**config.mk**
```make
export PLATFORM = sky130hd
export DESIGN_NAME = atxcc_ctrl
export DESIGN_NICKNAME = d
export VERILOG_FILES = /design/src/atxcc_pkg.sv /design/src/atxcc_ctrl.sv
export VERILOG_INCLUDE_DIRS = /design/src
export SDC_FILE = /design/constraint.sdc
export NUM_CORES = 1
export LEC_CHECK = 0
export ABC_AREA = 1
export BUFFER_PORTS_ARGS = -buffer_cell sky130_fd_sc_hd__buf_2
export CORE_MARGIN = 8
export CORE_UTILIZATION = 53
export DETAILED_ROUTE_END_ITERATION = 7
export PLACE_DENSITY_LB_ADDON = 0.15
export REMOVE_ABC_BUFFERS = 1
export SYNTH_ARGS = -nofsm -noshare
export SYNTH_HDL_FRONTEND = slang
export SYNTH_SLANG_ARGS = --single-unit
```
**constraint.sdc**
```tcl
create_clock -name sys_clk -period 3.3 [get_ports sys_clk]
set_input_delay 0 -clock sys_clk [delete_from_list [all_inputs] [get_ports sys_clk]]
set_output_delay 0 -clock sys_clk [all_outputs]
set_load 0.02 [all_outputs]
```
**src/atxcc_defs.svh**
```systemverilog
// Register offsets, field positions and reset values of the transmit context.
`ifndef ATXCC_DEFS_SVH
`define ATXCC_DEFS_SVH
`define ATXCC_CTRL_SET_OFS   12'h180
`define ATXCC_CTRL_CLR_OFS   12'h184
`define ATXCC_DESC_PTR_OFS   12'h18C
`define ATXCC_RUN_BIT        15
`define ATXCC_WAKE_BIT       12
`define ATXCC_DEAD_BIT       11
`define ATXCC_ACTIVE_BIT     10
`define ATXCC_EVT_MSB        4
`define ATXCC_CTRL_RW_MASK   32'h0000_9000
`define ATXCC_RUN_RESET      1'b0
`define ATXCC_DEAD_RESET     1'b0
`define ATXCC_ACTIVE_RESET   1'b0
`define ATXCC_WAKE_RESET     1'b0
`define ATXCC_EVT_RESET      5'h00
`define ATXCC_PTR_RESET      32'h0000_0000
`define ATXCC_EVT_UNKNOWN    5'h0E
`endif

```
**src/atxcc_pkg.sv**
```systemverilog
// Types shared by the transmit context control block.
package atxcc_pkg;
   typedef struct packed {
      logic        wr;
      logic        rd;
      logic [11:0] addr;
      logic [31:0] wdata;
   } atxcc_bus_req_s;

   typedef struct packed {
      logic        fetch_done;
      logic        fatal;
      logic        last_done;
      logic [4:0]  code;
   } atxcc_engine_evt_s;

   typedef enum logic [1:0] {
      ATXCC_IDLE,
      ATXCC_FETCH,
      ATXCC_WAIT
   } atxcc_state_e;
endpackage

```
**src/atxcc_ctrl.sv**
```systemverilog
// Control and descriptor pointer registers of the async request transmit DMA.
//
// Function
// - Writing ones at the set address sets those control bits.
// - Writing ones at the clear address clears those control bits.
// - Each access either sets or clears bits, never both at once.
// - Reads of set and clear addresses return the same control value.
// - Run enables descriptor processing; clearing run stops it.
// - Hardware clears run only on hardware or software reset; resets zero.
// - Setting wake continues or resumes descriptor processing.
// - Wake is cleared on every descriptor fetch, except when wake is set in that same cycle.
// - Dead sets on fatal error; read-only; resets to zero.
// - Dead clears when software clears run.
// - Active is one while processing descriptors, else zero; read-only.
// - Completion field loads ack or event code after each last command.
// - Pointer upper field holds 28 bits of a 16-byte aligned block.
// - Pointer low field gives the block count of the first block.
// - A zero block count marks the address invalid; no fetch happens.
// - Setting run fetches the first block from the pointer register.
`timescale 1ns/1ps
`default_nettype none
`include "atxcc_defs.svh"
module atxcc_ctrl
   import atxcc_pkg::*;
(
   input  wire logic              sys_clk,
   input  wire logic              reset,
   input  wire logic              soft_reset,
   input  wire atxcc_bus_req_s    bus_req,
   output logic [31:0]            bus_rdata,
   output logic                   bus_rvalid,
   input  wire atxcc_engine_evt_s engine_evt,
   output logic                   fetch_req,
   output logic [27:0]            fetch_block_base,
   output logic [3:0]             fetch_block_count,
   output logic                   run_out
);

   // ********************************************************************
   // Address decode
   // ********************************************************************
   // One-hot select: bit 0 set, bit 1 clear, bit 2 pointer.
   // Unmapped offsets select nothing, so they read zero and ignore writes.
   function automatic logic [2:0] reg_select(input logic [11:0] addr);
      logic [2:0] sel;
      sel = 3'h0;
      if (addr == `ATXCC_CTRL_SET_OFS) begin
         sel = 3'h1;
      end else if (addr == `ATXCC_CTRL_CLR_OFS) begin
         sel = 3'h2;
      end else if (addr == `ATXCC_DESC_PTR_OFS) begin
         sel = 3'h4;
      end
      return sel;
   endfunction

   wire logic [2:0] reg_sel = reg_select(bus_req.addr);
   wire logic hit_set = reg_sel[0];
   wire logic hit_clr = reg_sel[1];
   wire logic hit_ptr = reg_sel[2];
   wire logic wr_set  = bus_req.wr && hit_set;
   wire logic wr_clr  = bus_req.wr && hit_clr && !hit_set;
   wire logic wr_ptr  = bus_req.wr && hit_ptr;

   // ********************************************************************
   // Control state
   // ********************************************************************
   logic         run_reg;
   logic         wake_reg;
   logic         dead_reg;
   logic         active_reg;
   logic [4:0]   evt_reg;
   logic [31:0]  ptr_reg;
   logic         fetch_req_reg;
   logic [31:0]  rdata_reg;
   logic         rvalid_reg;
   atxcc_state_e state_reg;
   atxcc_state_e state_next;

   // ********************************************************************
   // Write masking
   // ********************************************************************
   // Only run and wake may be written; status and reserved bits drop out,
   // so software cannot fake a dead or active state.
   function automatic logic [31:0] writable(input logic [31:0] value);
      return value & `ATXCC_CTRL_RW_MASK;
   endfunction

   wire logic [31:0] set_bits = writable(bus_req.wdata);
   wire logic [31:0] clr_bits = writable(bus_req.wdata);

   wire logic run_set  = wr_set && set_bits[`ATXCC_RUN_BIT];
   wire logic run_clr  = wr_clr && clr_bits[`ATXCC_RUN_BIT];
   wire logic wake_set = wr_set && set_bits[`ATXCC_WAKE_BIT];
   wire logic wake_clr = wr_clr && clr_bits[`ATXCC_WAKE_BIT];

   wire logic run_next  = run_set ? 1'b1 : (run_clr ? 1'b0 : run_reg);
   wire logic ptr_valid = ptr_reg[3:0] != 4'h0;
   wire logic fetch_now = state_reg == ATXCC_FETCH && ptr_valid;
   // A wake request in the fetch cycle wins over the hardware clear.
   wire logic wake_next = wake_set ? 1'b1 :
      ((wake_clr || engine_evt.fetch_done || fetch_now) ? 1'b0 :
       wake_reg);
   // A fatal error raised as run is cleared keeps dead set.
   wire logic dead_next = (engine_evt.fatal && run_reg) ? 1'b1 :
      (run_clr ? 1'b0 : dead_reg);

   wire logic stop_now    = !run_next || dead_next;
   wire logic first_start = run_set && !run_reg;
   wire logic wake_resume = run_reg && wake_set && !dead_reg;

   // ********************************************************************
   // Processing sequence
   // ********************************************************************
   always_comb begin
      state_next = state_reg;
      case (state_reg)
         ATXCC_IDLE: begin
            if (first_start) begin
               state_next = ATXCC_FETCH;
            end
         end
         ATXCC_FETCH: begin
            if (stop_now) begin
               state_next = ATXCC_IDLE;
            end else if (ptr_valid) begin
               state_next = ATXCC_WAIT;
            end else begin
               state_next = ATXCC_IDLE;
            end
         end
         ATXCC_WAIT: begin
            if (stop_now) begin
               state_next = ATXCC_IDLE;
            end else if (engine_evt.last_done && !ptr_valid) begin
               state_next = ATXCC_IDLE;
            end
         end
         default: begin
            state_next = ATXCC_IDLE;
         end
      endcase
      // A wake while idle with run set and dead clear resumes processing.
      if (state_reg == ATXCC_IDLE && wake_resume) begin
         state_next = ATXCC_FETCH;
      end
   end

   wire logic active_next = state_next != ATXCC_IDLE;

   // ********************************************************************
   // Registers
   // ********************************************************************
   // Soft reset stops the context but keeps the pointer and event code,
   // so software can still read why the last packet ended.
   always_ff @(posedge sys_clk or posedge reset) begin
      if (reset) begin
         run_reg <= `ATXCC_RUN_RESET;
      end else if (soft_reset) begin
         run_reg <= `ATXCC_RUN_RESET;
      end else begin
         run_reg <= run_next;
      end
   end

   // Wake has no defined reset value; zero avoids a spurious resume.
   always_ff @(posedge sys_clk or posedge reset) begin
      if (reset) begin
         wake_reg <= `ATXCC_WAKE_RESET;
      end else if (soft_reset) begin
         wake_reg <= `ATXCC_WAKE_RESET;
      end else begin
         wake_reg <= wake_next;
      end
   end

   // ********************************************************************
   // Status flags
   // ********************************************************************
   always_ff @(posedge sys_clk or posedge reset) begin
      if (reset) begin
         dead_reg <= `ATXCC_DEAD_RESET;
      end else if (soft_reset) begin
         dead_reg <= `ATXCC_DEAD_RESET;
      end else begin
         dead_reg <= dead_next;
      end
   end

   always_ff @(posedge sys_clk or posedge reset) begin
      if (reset) begin
         active_reg <= `ATXCC_ACTIVE_RESET;
      end else if (soft_reset) begin
         active_reg <= `ATXCC_ACTIVE_RESET;
      end else begin
         active_reg <= active_next;
      end
   end

   always_ff @(posedge sys_clk or posedge reset) begin
      if (reset) begin
         state_reg <= ATXCC_IDLE;
      end else if (soft_reset) begin
         state_reg <= ATXCC_IDLE;
      end else begin
         state_reg <= state_next;
      end
   end

   // ********************************************************************
   // Pointer and event code
   // ********************************************************************

   always_ff @(posedge sys_clk or posedge reset) begin
      if (reset) begin
         evt_reg <= `ATXCC_EVT_RESET;
      end else if (engine_evt.last_done) begin
         evt_reg <= engine_evt.code;
      end
   end

   // The pointer is not guarded; software keeps it still while running.
   always_ff @(posedge sys_clk or posedge reset) begin
      if (reset) begin
         ptr_reg <= `ATXCC_PTR_RESET;
      end else if (wr_ptr) begin
         ptr_reg <= bus_req.wdata;
      end
   end

   always_ff @(posedge sys_clk or posedge reset) begin
      if (reset) begin
         fetch_req_reg <= 1'b0;
      end else begin
         fetch_req_reg <= fetch_now && run_next && !dead_next;
      end
   end

   // ********************************************************************
   // Read path
   // ********************************************************************
   // Packs the status word; reserved positions stay zero.
   function automatic logic [31:0] ctrl_pack(input logic       run,
                                            input logic       wake,
                                            input logic       dead,
                                            input logic       active,
                                            input logic [4:0] code);
      logic [31:0] word;
      word = 32'h0000_0000;
      word[`ATXCC_RUN_BIT]    = run;
      word[`ATXCC_WAKE_BIT]   = wake;
      word[`ATXCC_DEAD_BIT]   = dead;
      word[`ATXCC_ACTIVE_BIT] = active;
      word[`ATXCC_EVT_MSB:0]  = code;
      return word;
   endfunction

   wire logic [31:0] ctrl_view = ctrl_pack(run_reg, wake_reg, dead_reg,
                                           active_reg, evt_reg);
   wire logic [31:0] rd_mux = (hit_set || hit_clr) ? ctrl_view :
                              (hit_ptr ? ptr_reg : 32'h0000_0000);

   // Read data holds until the next read, so a slow master may take it late.
   always_ff @(posedge sys_clk or posedge reset) begin
      if (reset) begin
         rdata_reg <= 32'h0000_0000;
      end else if (bus_req.rd) begin
         rdata_reg <= rd_mux;
      end
   end

   always_ff @(posedge sys_clk or posedge reset) begin
      if (reset) begin
         rvalid_reg <= 1'b0;
      end else begin
         rvalid_reg <= bus_req.rd;
      end
   end

   // ********************************************************************
   // Outputs
   // ********************************************************************
   assign bus_rdata         = rdata_reg;
   assign bus_rvalid        = rvalid_reg;
   assign fetch_req         = fetch_req_reg;
   assign fetch_block_base  = ptr_reg[31:4];
   assign fetch_block_count = ptr_reg[3:0];
   assign run_out           = run_reg;

endmodule
`default_nettype wire

```
== Word level (Yosys, flattened, before mapping) ==
Cells that the tools add are included.

* Memories: 0
* Flip-flop bits (word level): 77
* RAM bits: 0
* Input port bits: 57
* Latch bits: 0
* Output and inout port bits: 67
* Bits in read-only memories: 0

* Divide/modulo/power cells: 0
* Bitwise logic cells: 0
* Shifts and indexed selects: 0
* Order comparisons: 0
* Mux-type cells: 23
* Add/sub/neg operators: 0
* Multiply operators: 0
* Equal/unequal tests: 5
* Reduce and logical (&&, ||, !) cells: 31

{| class="wikitable"
|+ Operators by type and width
! kind !! number
|-
| $mux 32 || 2
|-
| $eq 12x9->1 const B || 3
|-
| $logic_and 1x1->1 || 17
|-
| $mux 2 || 7
|-
| $mux 1 || 10
|-
| $mux 3 || 3
|-
| $logic_not 1->1 || 6
|-
| $pmux 2 s3 || 1
|-
| $logic_or 1x1->1 || 4
|-
| $reduce_bool 4->1 || 1
|-
| $reduce_bool 3->1 || 1
|-
| $eq 2x1->1 const B || 1
|-
| $eq 2x2->1 const B || 1
|-
| $logic_not 2->1 || 1
|-
| $reduce_bool 2->1 || 1
|}

== Depth between registers and ports, before layout ==
Gate-level depths: netlist of the first run.

* Depth in word-level cells: 16
* Mapped depth: 10
* Mapped depth without buffers: 10

== Least setup slack after synthesis of the first run ==
No wires, ideal clock.

* Path type: reg-to-reg
* Start: register state_reg[1]
* End: register active_reg
* Required time: 3235 ps
* Stages on the path, launching flop included: 7
* Buffers on the path: 0
* Library setup time: 65 ps
* Arrival time: 1085 ps
* Period minus slack after synthesis: 1150 ps
* Setup slack: 2150 ps
* Cell sequence: dfrtp_1 -> or2_2 -> nor3b_1 -> nand4_1 -> nand2_1 -> nand2_1 -> nand2_1

* Longest elaborated chain between the ends: 6

{| class="wikitable"
|+ Ends and longest elaborated chain
! item !! line !! source
|-
| from (decl) || atxcc_ctrl.sv:77 || <nowiki>atxcc_state_e state_reg;</nowiki>
|-
| from (signal assigned) || atxcc_ctrl.sv:206 || <nowiki>state_reg <= state_next;</nowiki>
|-
| $mux 2 || atxcc_ctrl.sv:135 || <nowiki>end else if (engine_evt.last_done && !ptr_valid) begin</nowiki>
|-
| $mux 2 || atxcc_ctrl.sv:133 || <nowiki>if (stop_now) begin</nowiki>
|-
| $pmux 2 s3 || atxcc_ctrl.sv:117 || <nowiki>case (state_reg)</nowiki>
|-
| $mux 2 (*) || atxcc_ctrl.sv:144 || <nowiki>if (state_reg == ATXCC_IDLE && wake_resume) begin</nowiki>
|-
| $reduce_bool 2->1 (*) || atxcc_ctrl.sv:149 || <nowiki>wire logic active_next = state_next != ATXCC_IDLE;</nowiki>
|-
| $mux 1 (*) || atxcc_ctrl.sv:193 || <nowiki>end else if (soft_reset) begin</nowiki>
|-
| to (signal assigned) || atxcc_ctrl.sv:192 || <nowiki>active_reg <= `ATXCC_ACTIVE_RESET;</nowiki>
|-
| to (signal assigned) || atxcc_ctrl.sv:194 || <nowiki>active_reg <= `ATXCC_ACTIVE_RESET;</nowiki>
|-
| to (signal assigned) || atxcc_ctrl.sv:196 || <nowiki>active_reg <= active_next;</nowiki>
|-
| to (decl) || atxcc_ctrl.sv:71 || <nowiki>logic active_reg;</nowiki>
|}

Every way passes the cells marked *; elsewhere a longest branch is shown, timed or not.
A chain may end at the register's enable or synchronous reset.

== Worst setup path after layout of the first run ==
* Start: register ptr_reg[0]
* End: register wake_reg

* Longest elaborated chain between the ends: 4

{| class="wikitable"
|+ Ends and longest elaborated chain
! item !! line !! source
|-
| from (decl) || atxcc_ctrl.sv:73 || <nowiki>logic [31:0] ptr_reg;</nowiki>
|-
| from (signal assigned) || atxcc_ctrl.sv:225 || <nowiki>ptr_reg <= `ATXCC_PTR_RESET;</nowiki>
|-
| from (signal assigned) || atxcc_ctrl.sv:227 || <nowiki>ptr_reg <= bus_req.wdata;</nowiki>
|-
| $reduce_bool 4->1 || atxcc_ctrl.sv:98 || <nowiki>wire logic ptr_valid = ptr_reg[3:0] != 4'h0;</nowiki>
|-
| $logic_and 1x1->1 || atxcc_ctrl.sv:99 || <nowiki>wire logic fetch_now = state_reg == ATXCC_FETCH && ptr_valid;</nowiki>
|-
| $logic_or 1x1->1 || atxcc_ctrl.sv:102 || <nowiki>((wake_clr || engine_evt.fetch_done || fetch_now) ? 1'b0 :</nowiki>
|-
| $reduce_bool 3->1 (no line) || - ||
|-
| to (signal assigned) || atxcc_ctrl.sv:169 || <nowiki>wake_reg <= `ATXCC_WAKE_RESET;</nowiki>
|-
| to (signal assigned) || atxcc_ctrl.sv:171 || <nowiki>wake_reg <= `ATXCC_WAKE_RESET;</nowiki>
|-
| to (signal assigned) || atxcc_ctrl.sv:173 || <nowiki>wake_reg <= wake_next;</nowiki>
|-
| to (decl) || atxcc_ctrl.sv:69 || <nowiki>logic wake_reg;</nowiki>
|}

Every way passes these cells.

==> flow_summary.ini, run 1 <==
[place]
placed_area_sq_um = 3960
port-buffer-count = 123
place_congestion = 0.832
dp_hpwl_microns = 5810
placed_cells = 496

[floorplanning]
coreArea_sq_um = 6200
die_w_microns = 95.1
rows = 29
pin_count = 124
dieArea_sq_um = 9050
initial_utilization_pct = 53.5
die_y_microns = 95.1

[finish]
final_area_sq_um = 4590
instances_no_fill = 552
n_antenna_cell = 0
drive_above_1_share_pct = 38.5
nFillCells = 452
areaGrowthSynthToFinish_pct = 38.3
fin_nets = 528

[power]
vdd_drop_max_mv = 0.252
leakagePower_nw = 2.47
power_density_nw_per_um2 = 412

[clock_network]
clockBufferDepth = 2
ctsResizeCount = 0
tritoncts = built
clkSlewWorstSetupHoldPaths_ps = 70
htree_levels = 3
cts_root_buffer = clkbuf_8
clkSinkCount = 77
clk_latency_ps = 330
cts_buffers = 9

[synth]
synth_top_area_share_pct = 58.1
synth_cells = 308
synth_cell_types = 25
synth_seq_area_share_pct = 58.1
synth.cell_area_sq_um = 3320
yosys.area.top_type = dfrtp_1
yosys-top-cells-area = dfrtp_1 58%, mux2_4 11%, nand2_1 7.5%, o21ai_0 3.3%, nor2_1 3.2%
avgSynthCellArea_sq_um = 10.8
synth.ff_latch_count = 77
ys_warn_count = 0

[timing]
period_needed_ps = 1770
rsz0062_at_grt = no
slew_headroom_pct = 37.5
hold_violations = 0
max_freq_mhz = 564
finalSetupViolCount = 0
period_share_pct = 53.7
setup_tns_ps = 0
finClkSkew_ps = 6.52
slew_viol_final = 0
tightest_slew_ps = 935

[critical_path]
start_kind = register
crit_path_end_kind = register
reg2regPathDepth = 7
arrival_ps = 2040
critical_path_class = register to register
cp-startpoint = ptr_reg[0]
worstPathMaxFanout = 3
r2r_start = ptr_reg[0]
critPathRequiredTime_ps = 3560

[route]
num_vias = 2772
ant_nets = 0
firstDrtPassIters = 4
drc = 0
first_iter_violations = 99
totalWireLength_microns = 8690
avgViaCountPerCell = 5.02
wl_per_cell_microns = 15.7

[global_route]
grt.busiest_layer = met2
grt_util_all_layers_pct = 19.3
grt_pass1_wl_microns = 13600
met2_usage_pct = 31.9
antenna_found_initial = 0
met3_usage_pct = 4.41
first_global_vias = 2803
use_met1_pct = 23.9
grt_start_max_net_pins = 51
overflow = 0

[flow_run]
drv_cap = 0

[run_status]
status = complete, no violations

[worst_hold_path]
hold_path.startpoint = bus_req[45]
min_path_cells = 3
hold_class = input pin to register
==> per-layer routing <==
metal | routed length (microns) | share of wire (%)
met5 | 0 | 0
met4 | 112 | 1.3
met3 | 662 | 7.6
met2 | 4320 | 50
met1 | 3590 | 41
==> power breakdown <==
part	total (mW)	switching [mW]	internal [mW]
Clock	0.764	0.323	0.442
Sequential	0.968	0.00901	0.959
Combinational	0.159	0.0815	0.0777
==> worst max-delay path, stage by stage (launching register included) <==
cell,delay (ps)
dfrtp_1,400
nor2_1,150
nand3_1,110
nand3_1,100
and3b_1,160
nand2_1,50
a21oi_1,140
dlygate4sd3_1,590
==> worst paths after layout <==
check,slack (ps),to
setup reg to reg,1530,wake_reg
hold / removal,30,run_out
max in group asynchronous,2080,bus_rdata[0]
hold reg to reg,480,bus_rdata[25]
min in group asynchronous,350,ptr_reg[14]
setup / recovery,1530,wake_reg
==> synth_stat cells, drive strengths merged <==
library cell	number
nand2	67
nand3	13
mux2	30
inv	18
dfrtp	77
a31oi	5
o21ai	28
nand4	5
a21oi	14
nor3b	1
o31ai	1
or2	2
buf	4
clkbuf	10
nor2	32
and3b	1
==> layout make-up <==
class | count | area, sq um | share of cell area (%)
sequential | 77 | 1930 | 42.0
inverter | 18 | 68.8 | 1.50
multi-input combinational | 199 | 1240 | 27.0
timing repair buffer | 166 | 1040 | 22.7
clock inverter | 4 | 72.6 | 1.58
tap | 77 | 96.3 | 2.10
clock buffer | 11 | 141 | 3.08
==> cells by family after synthesis <==
family	count (synthesis)	synth area share (%)
multiplexers	30	13.0
AND/OR/NAND/NOR	121	16.0
buffers and inverters	32	4.53
flip-flops	77	58.1
AO/OA/AOI/OAI	48	8.41
==> cell usage in the layout, fill, tap and decap left out <==
cell type / n
clkinvlp_4: 1
clkinv_2: 2
or2_1: 1
a21oi_1: 8
bufinv_16: 2
nand3_2: 1
nand4_1: 5
a31oi_1: 5
or2_2: 1
mux2_2: 5
o21ai_0: 22
o21ai_1: 6
a21oi_2: 5
mux2_4: 25
nor3b_1: 1
and3b_1: 1
buf_4: 2
nand3_1: 12
nor2_1: 28
dfrtp_1: 77
clkbuf_1: 1
inv_1: 17
nand2_1: 66
o31ai_1: 1
a21oi_4: 1
nand2_2: 1
nor2_2: 1
nor2_4: 3
buf_2: 123
dlygate4sd3_1: 41
clkbuf_8: 10
==> metrics by stage <==
step	power [mW]	utilization (%)	hold WS (ps)	setup WS (ps)
2_1_floorplan	1.04	-	31.4	1330
3_3_place_gp	1.11	63.9	177	1480
3_5_place_dp	1.11	63.9	185	1420
4_1_cts	1.91	73.9	9.36	1600
5_1_grt	1.96	73.9	10.2	1430
6_report	1.89	73.9	29.5	1530
==> repair_timing <==
item	4_1_cts	5_1_grt
endpoints found under the hold margin	91	0
hold buffers	41	0
endpoints found under the setup margin	0	0
buffers inserted	0	0
(Power assumes the default switching activity.)
==> inputs of run 2 (changes only) <==
- CORE_UTILIZATION: 53 -> 44
- clock period: 3.3 -> 1.6 ns (I/O delays scaled with it)
==> flow_summary.ini, run 2 (synthesized netlist as in run 1, its figures left out) <==
[run_status]
status = complete, no violations

[clock_network]
tritoncts = built
post_cts_buffers = 0
clockBufferDepth = 2
clk_latency_ps = 340
clkSinkCount = 77
ctsResizeCount = 0
htree_levels = 3
clkSlewWorstSetupHoldPaths_ps = 70
cts_root_buffer = clkbuf_8
cts_buffers = 9

[route]
firstDrtPassIters = 4
avgViaCountPerCell = 4.79
drc = 0
totalWireLength_microns = 8670
ant_nets = 0
first_iter_violations = 81
num_vias = 2778
wl_per_cell_microns = 14.9

[floorplanning]
initial_utilization_pct = 45.5
coreArea_sq_um = 7290
rows = 31
dieArea_sq_um = 10600
die_w_microns = 103
pin_count = 124
die_y_microns = 103

[place]
dp_hpwl_microns = 6110
place_congestion = 0.865
placed_cells = 524
port-buffer-count = 123

[timing]
max_freq_mhz = 786
setup_tns_ps = 0
slew_headroom_pct = 59.1
hold_violations = 0
period_needed_ps = 1270
tightest_slew_ps = 612
slew_viol_final = 0
finClkSkew_ps = 9.86
rsz0062_at_grt = no
finalSetupViolCount = 0
period_share_pct = 79.6

[power]
power_density_nw_per_um2 = 793
p_seq_share_pct = 54.2
p_int_mw = 2.79
p_comb_share_pct = 9.2
vdd_drop_max_mv = 0.455
switchingPower_uw = 890
power.share.switching_pct = 24.2
leakagePower_nw = 2.49
clkPwrFrac_pct = 36.7

[finish]
areaGrowthSynthToFinish_pct = 40.1
final_common_cell = buf_2
final_cell_mix = 123 x buf_2, 77 x dfrtp_1, 66 x nand2_1, 40 x dlygate4sd3_1, 28 x nor2_1
fin_nets = 533
drive_above_1_share_pct = 39.7
instances_no_fill = 580
n_antenna_cell = 0

[critical_path]
cp_num_buf_inv = 0
slowest_delay_ps = 400
crit_path_end_kind = register
path_delay_family = simple AND/OR/NAND/NOR gates
crit_cells = 6
reg2regPathDepth = 6
critical_path_class = register to register
path_common_cell = nand2_1
critPathRequiredTime_ps = 1870
start_kind = register
arrival_ps = 1550
worstPathMaxFanout = 3
cp_slowest_cell = dfrtp_1
worstPathCellList = or2_2, nor3b_1, nand4_1, nand2_1, nand2_1, nand2_1

[worst_hold_path]
hold_class = input pin to register
min_path_cells = 6

[global_route]
first_global_vias = 2930
grt_start_max_net_pins = 46
antenna_found_initial = 0
overflow = 0
grt_util_all_layers_pct = 17.0
grt_pass1_wl_microns = 14200

[flow_run]
drv_cap = 0
[run 2: metrics by stage]
step | setup slack [ps] | util, % | total power [mW] | area (sq um) | hold WS [ps]
after floorplan | -367 | - | 2.15 | 3230 | 31.4
after global routing | 229 | 63.7 | 3.83 | 4650 | 34.5
final | 327 | 63.7 | 3.68 | 4650 | 21.0
after detailed placement | 211 | 55.7 | 2.30 | 4060 | -50.6
after global placement | 258 | 55.7 | 2.30 | 4060 | -50.5
after CTS | 324 | 63.7 | 3.73 | 4650 | 6.31
[run 2: layout make-up]
class | count | area (sq um)
Sequential cell | 77 | 1930
Fill cell | 633 | 2650
Inverter | 18 | 68.8
Multi-Input combinational cell | 199 | 1240
Timing Repair Buffer | 171 | 1100
Clock inverter | 5 | 33.8
Clock buffer | 11 | 151
Tap cell | 99 | 124
[run 2: final timing paths]
kind,slack (ps),from,to
worst max register to register,330,state_reg[0],active_reg
max in group asynchronous,910,reset,ptr_reg[8]
worst min register to register,490,bus_rdata[5],bus_rdata[5]
min in group asynchronous,130,reset,evt_reg[3]
worst min-delay path,20,engine_evt[6],fetch_req
worst max-delay path,330,state_reg[0],active_reg
[run 2: repair_timing]
action | 4_1_cts | 5_1_grt
hold buffers | 40 | 0
hold endpoints to repair | 119 | 0
endpoints found under the setup margin | 0 | 0
[run 2: worst register-to-register path, cell delays in order, from the launching register on]
cell and delay (ps):
dfrtp_1 400, or2_2 320, nor3b_1 180, nand4_1 100, nand2_1 70, nand2_1 70, nand2_1 70
[run 2: per-layer routing]
| layer | vias up | GRT usage (%) | routed length, microns |
|---|---|---|---|
| li1 | 1353 | - | - |
| met1 | 1327 | 21.2 | 3770 |
| met2 | 87 | 28.3 | 4140 |
| met3 | 11 | 4.05 | 641 |
| met4 | 0 | 5.34 | 113 |
| met5 | - | 0 | 0 |
[run 2: power groups by stage]
stage                     registers, mW  logic [mW]  clock network (mW)
final                              1.99       0.338                1.35
after global routing               2.00       0.373                1.46
after CTS                          1.99       0.342                1.39
after detailed placement           2.03       0.267                   0
after global placement             2.03       0.264                   0
after floorplan                    2.06      0.0896                   0
==> inputs of run 3 (changes only) <==
- CORE_UTILIZATION: 44 -> 49
- clock period: 1.6 -> 1.25 ns (I/O delays scaled with it)
==> flow_summary.ini, run 3 (synthesized netlist as in run 1, its figures left out) <==
[finish]
n_antenna_cell = 0
instances_no_fill = 568
final_common_cell = buf_2
nFillCells = 511
final_cell_mix = 123 x buf_2, 77 x dfrtp_1, 65 x nand2_1, 41 x dlygate4sd3_1, 27 x nor2_1
fin_nets = 541
drive_above_1_share_pct = 41.2
finish.utilization_pct = 71.0
areaGrowthSynthToFinish_pct = 43.0

[worst_hold_path]
hold_class = input pin to register
min_path_cells = 2
min_to = evt_reg[3]
hold_path.startpoint = engine_evt[5]

[place]
place_congestion = 0.825
placed_cells = 511
dp_slack_ps = -99.0
port-buffer-count = 123
dp_hpwl_microns = 6270

[critical_path]
r2r_slack_ps = 5
arrival_ps = 1530
cp_slowest_cell = dfrtp_1
worstPathCellList = or2_4, nor3b_4, nand4_1, nand2_1, nand2_2, nand2_1
crit_path_end_kind = register
critical_path_class = register to register
start_kind = register
r2r_start = state_reg[1]
slowest_delay_ps = 390
reg2reg_to = active_reg
critPathRequiredTime_ps = 1540
cp_num_buf_inv = 0
path_common_cell = nand2_1
path_delay_family = simple AND/OR/NAND/NOR gates
reg2regPathDepth = 6
worstPathMaxFanout = 3

[floorplanning]
pin_count = 124
initial_utilization_pct = 49.6
die_y_microns = 98.3
dieArea_sq_um = 9660
coreArea_sq_um = 6680
rows = 30
die_w_microns = 98.3

[run_status]
status = complete, no violations

[timing]
finalSetupViolCount = 0
rsz0062_at_grt = yes
slew_viol_final = 0
setup_ws_ps = 5.26
tightest_slew_ps = 408
max_freq_mhz = 803
period_needed_ps = 1240
slew_headroom_pct = 72.8
hold_violations = 0
hold_slack_ps = 32.5
finClkSkew_ps = 6.92
period_share_pct = 99.6

[power]
power_density_nw_per_um2 = 1020
vdd_drop_max_mv = 0.615
leakagePower_nw = 2.55

[route]
wl_per_cell_microns = 16.2
avgViaCountPerCell = 5.03
totalWireLength_microns = 9200
ant_nets = 0
num_vias = 2859
drc = 0
firstDrtPassIters = 4
first_iter_violations = 91

[global_route]
grt_pass1_wl_microns = 15300
antenna_found_initial = 0
grt_util_all_layers_pct = 19.7
overflow = 0
first_global_vias = 3091
grt_start_max_net_pins = 78

[clock_network]
htree_levels = 3
cts_root_buffer = clkbuf_8
clkSinkCount = 77
tritoncts = built
clkSlewWorstSetupHoldPaths_ps = 80
clockBufferDepth = 2
clk_latency_ps = 340
cts_buffers = 9

[flow_run]
drv_cap = 0
[run 3: changes by cell type in the layout (fill, tap and decap cells not counted), sizes merged]
cell         previous run  this run
dlygate4sd3            40        41
clkinv                  3         4
buf                   131       138
bufinv                  0         1
clkinvlp                2         0
inv                    18        17
[run 3: worst max path at each step]
| stage | start | end | slack (ps) | depth (start not counted) |
|---|---|---|---|---|
| global placement | bus_req[43] | bus_rdata[4] | -40 | 8 |
| detailed placement | bus_req[43] | bus_rdata[11] | -100 | 8 |
| global route | state_reg[0] | active_reg | -50 | 6 |
| CTS | ptr_reg[0] | wake_reg | 50 | 6 |
| floorplan | reset | active_reg | -720 | 1 |
| finish | state_reg[1] | active_reg | 5 | 6 |
[run 3: stage by stage]
step                power [mW]  cell area, sq um  setup TNS (ps)
finish                    4.84              4740               0
global route              5.02              4740            -112
CTS                       4.89              4720               0
detailed placement        2.96              4110            -484
global placement          2.94              4110            -127
floorplan                 2.75              3230          -73560
[run 3: cell type report]
type | count | area, sq um | area share [%]
timing repair buffer | 179 | 1190 | 25.1
clock inverter | 4 | 48.8 | 1.03
multi-input combinational | 199 | 1270 | 26.7
clock buffer | 11 | 141 | 2.98
tap | 80 | 100 | 2.11
sequential | 77 | 1930 | 40.6
inverter | 18 | 68.8 | 1.45
[run 3: what timing repair did]
item,4_1_cts,5_1_grt
setup endpoints to repair,2,3
pin swaps,2,2
hold buffers,41,0
setup buffers,1,0
resized for setup,2,5
cloned,0,0
hold endpoints to repair,120,0
[run 3: where the power goes]
| group | internal (mW) | switching, mW |
|---|---|---|
| clock | 0.964 | 0.874 |
| sequential | 2.53 | 0.0234 |
| combinational | 0.224 | 0.225 |
[run 3: routing by layer]
layer | global-route usage, % | vias up | routed length (microns)
met1 | 22.5 | 1388 | 3820
met5 | 0 | - | 0
met3 | 6.83 | 8 | 574
met4 | 5.79 | 0 | 91
li1 | - | 1371 | -
met2 | 33.8 | 92 | 4710
[run 3: worst register-to-register path, delay by kind of cell (launching register included)]
kind | cells | cell delay (ps)
simple gates | 6 | 800
flops | 1 | 390
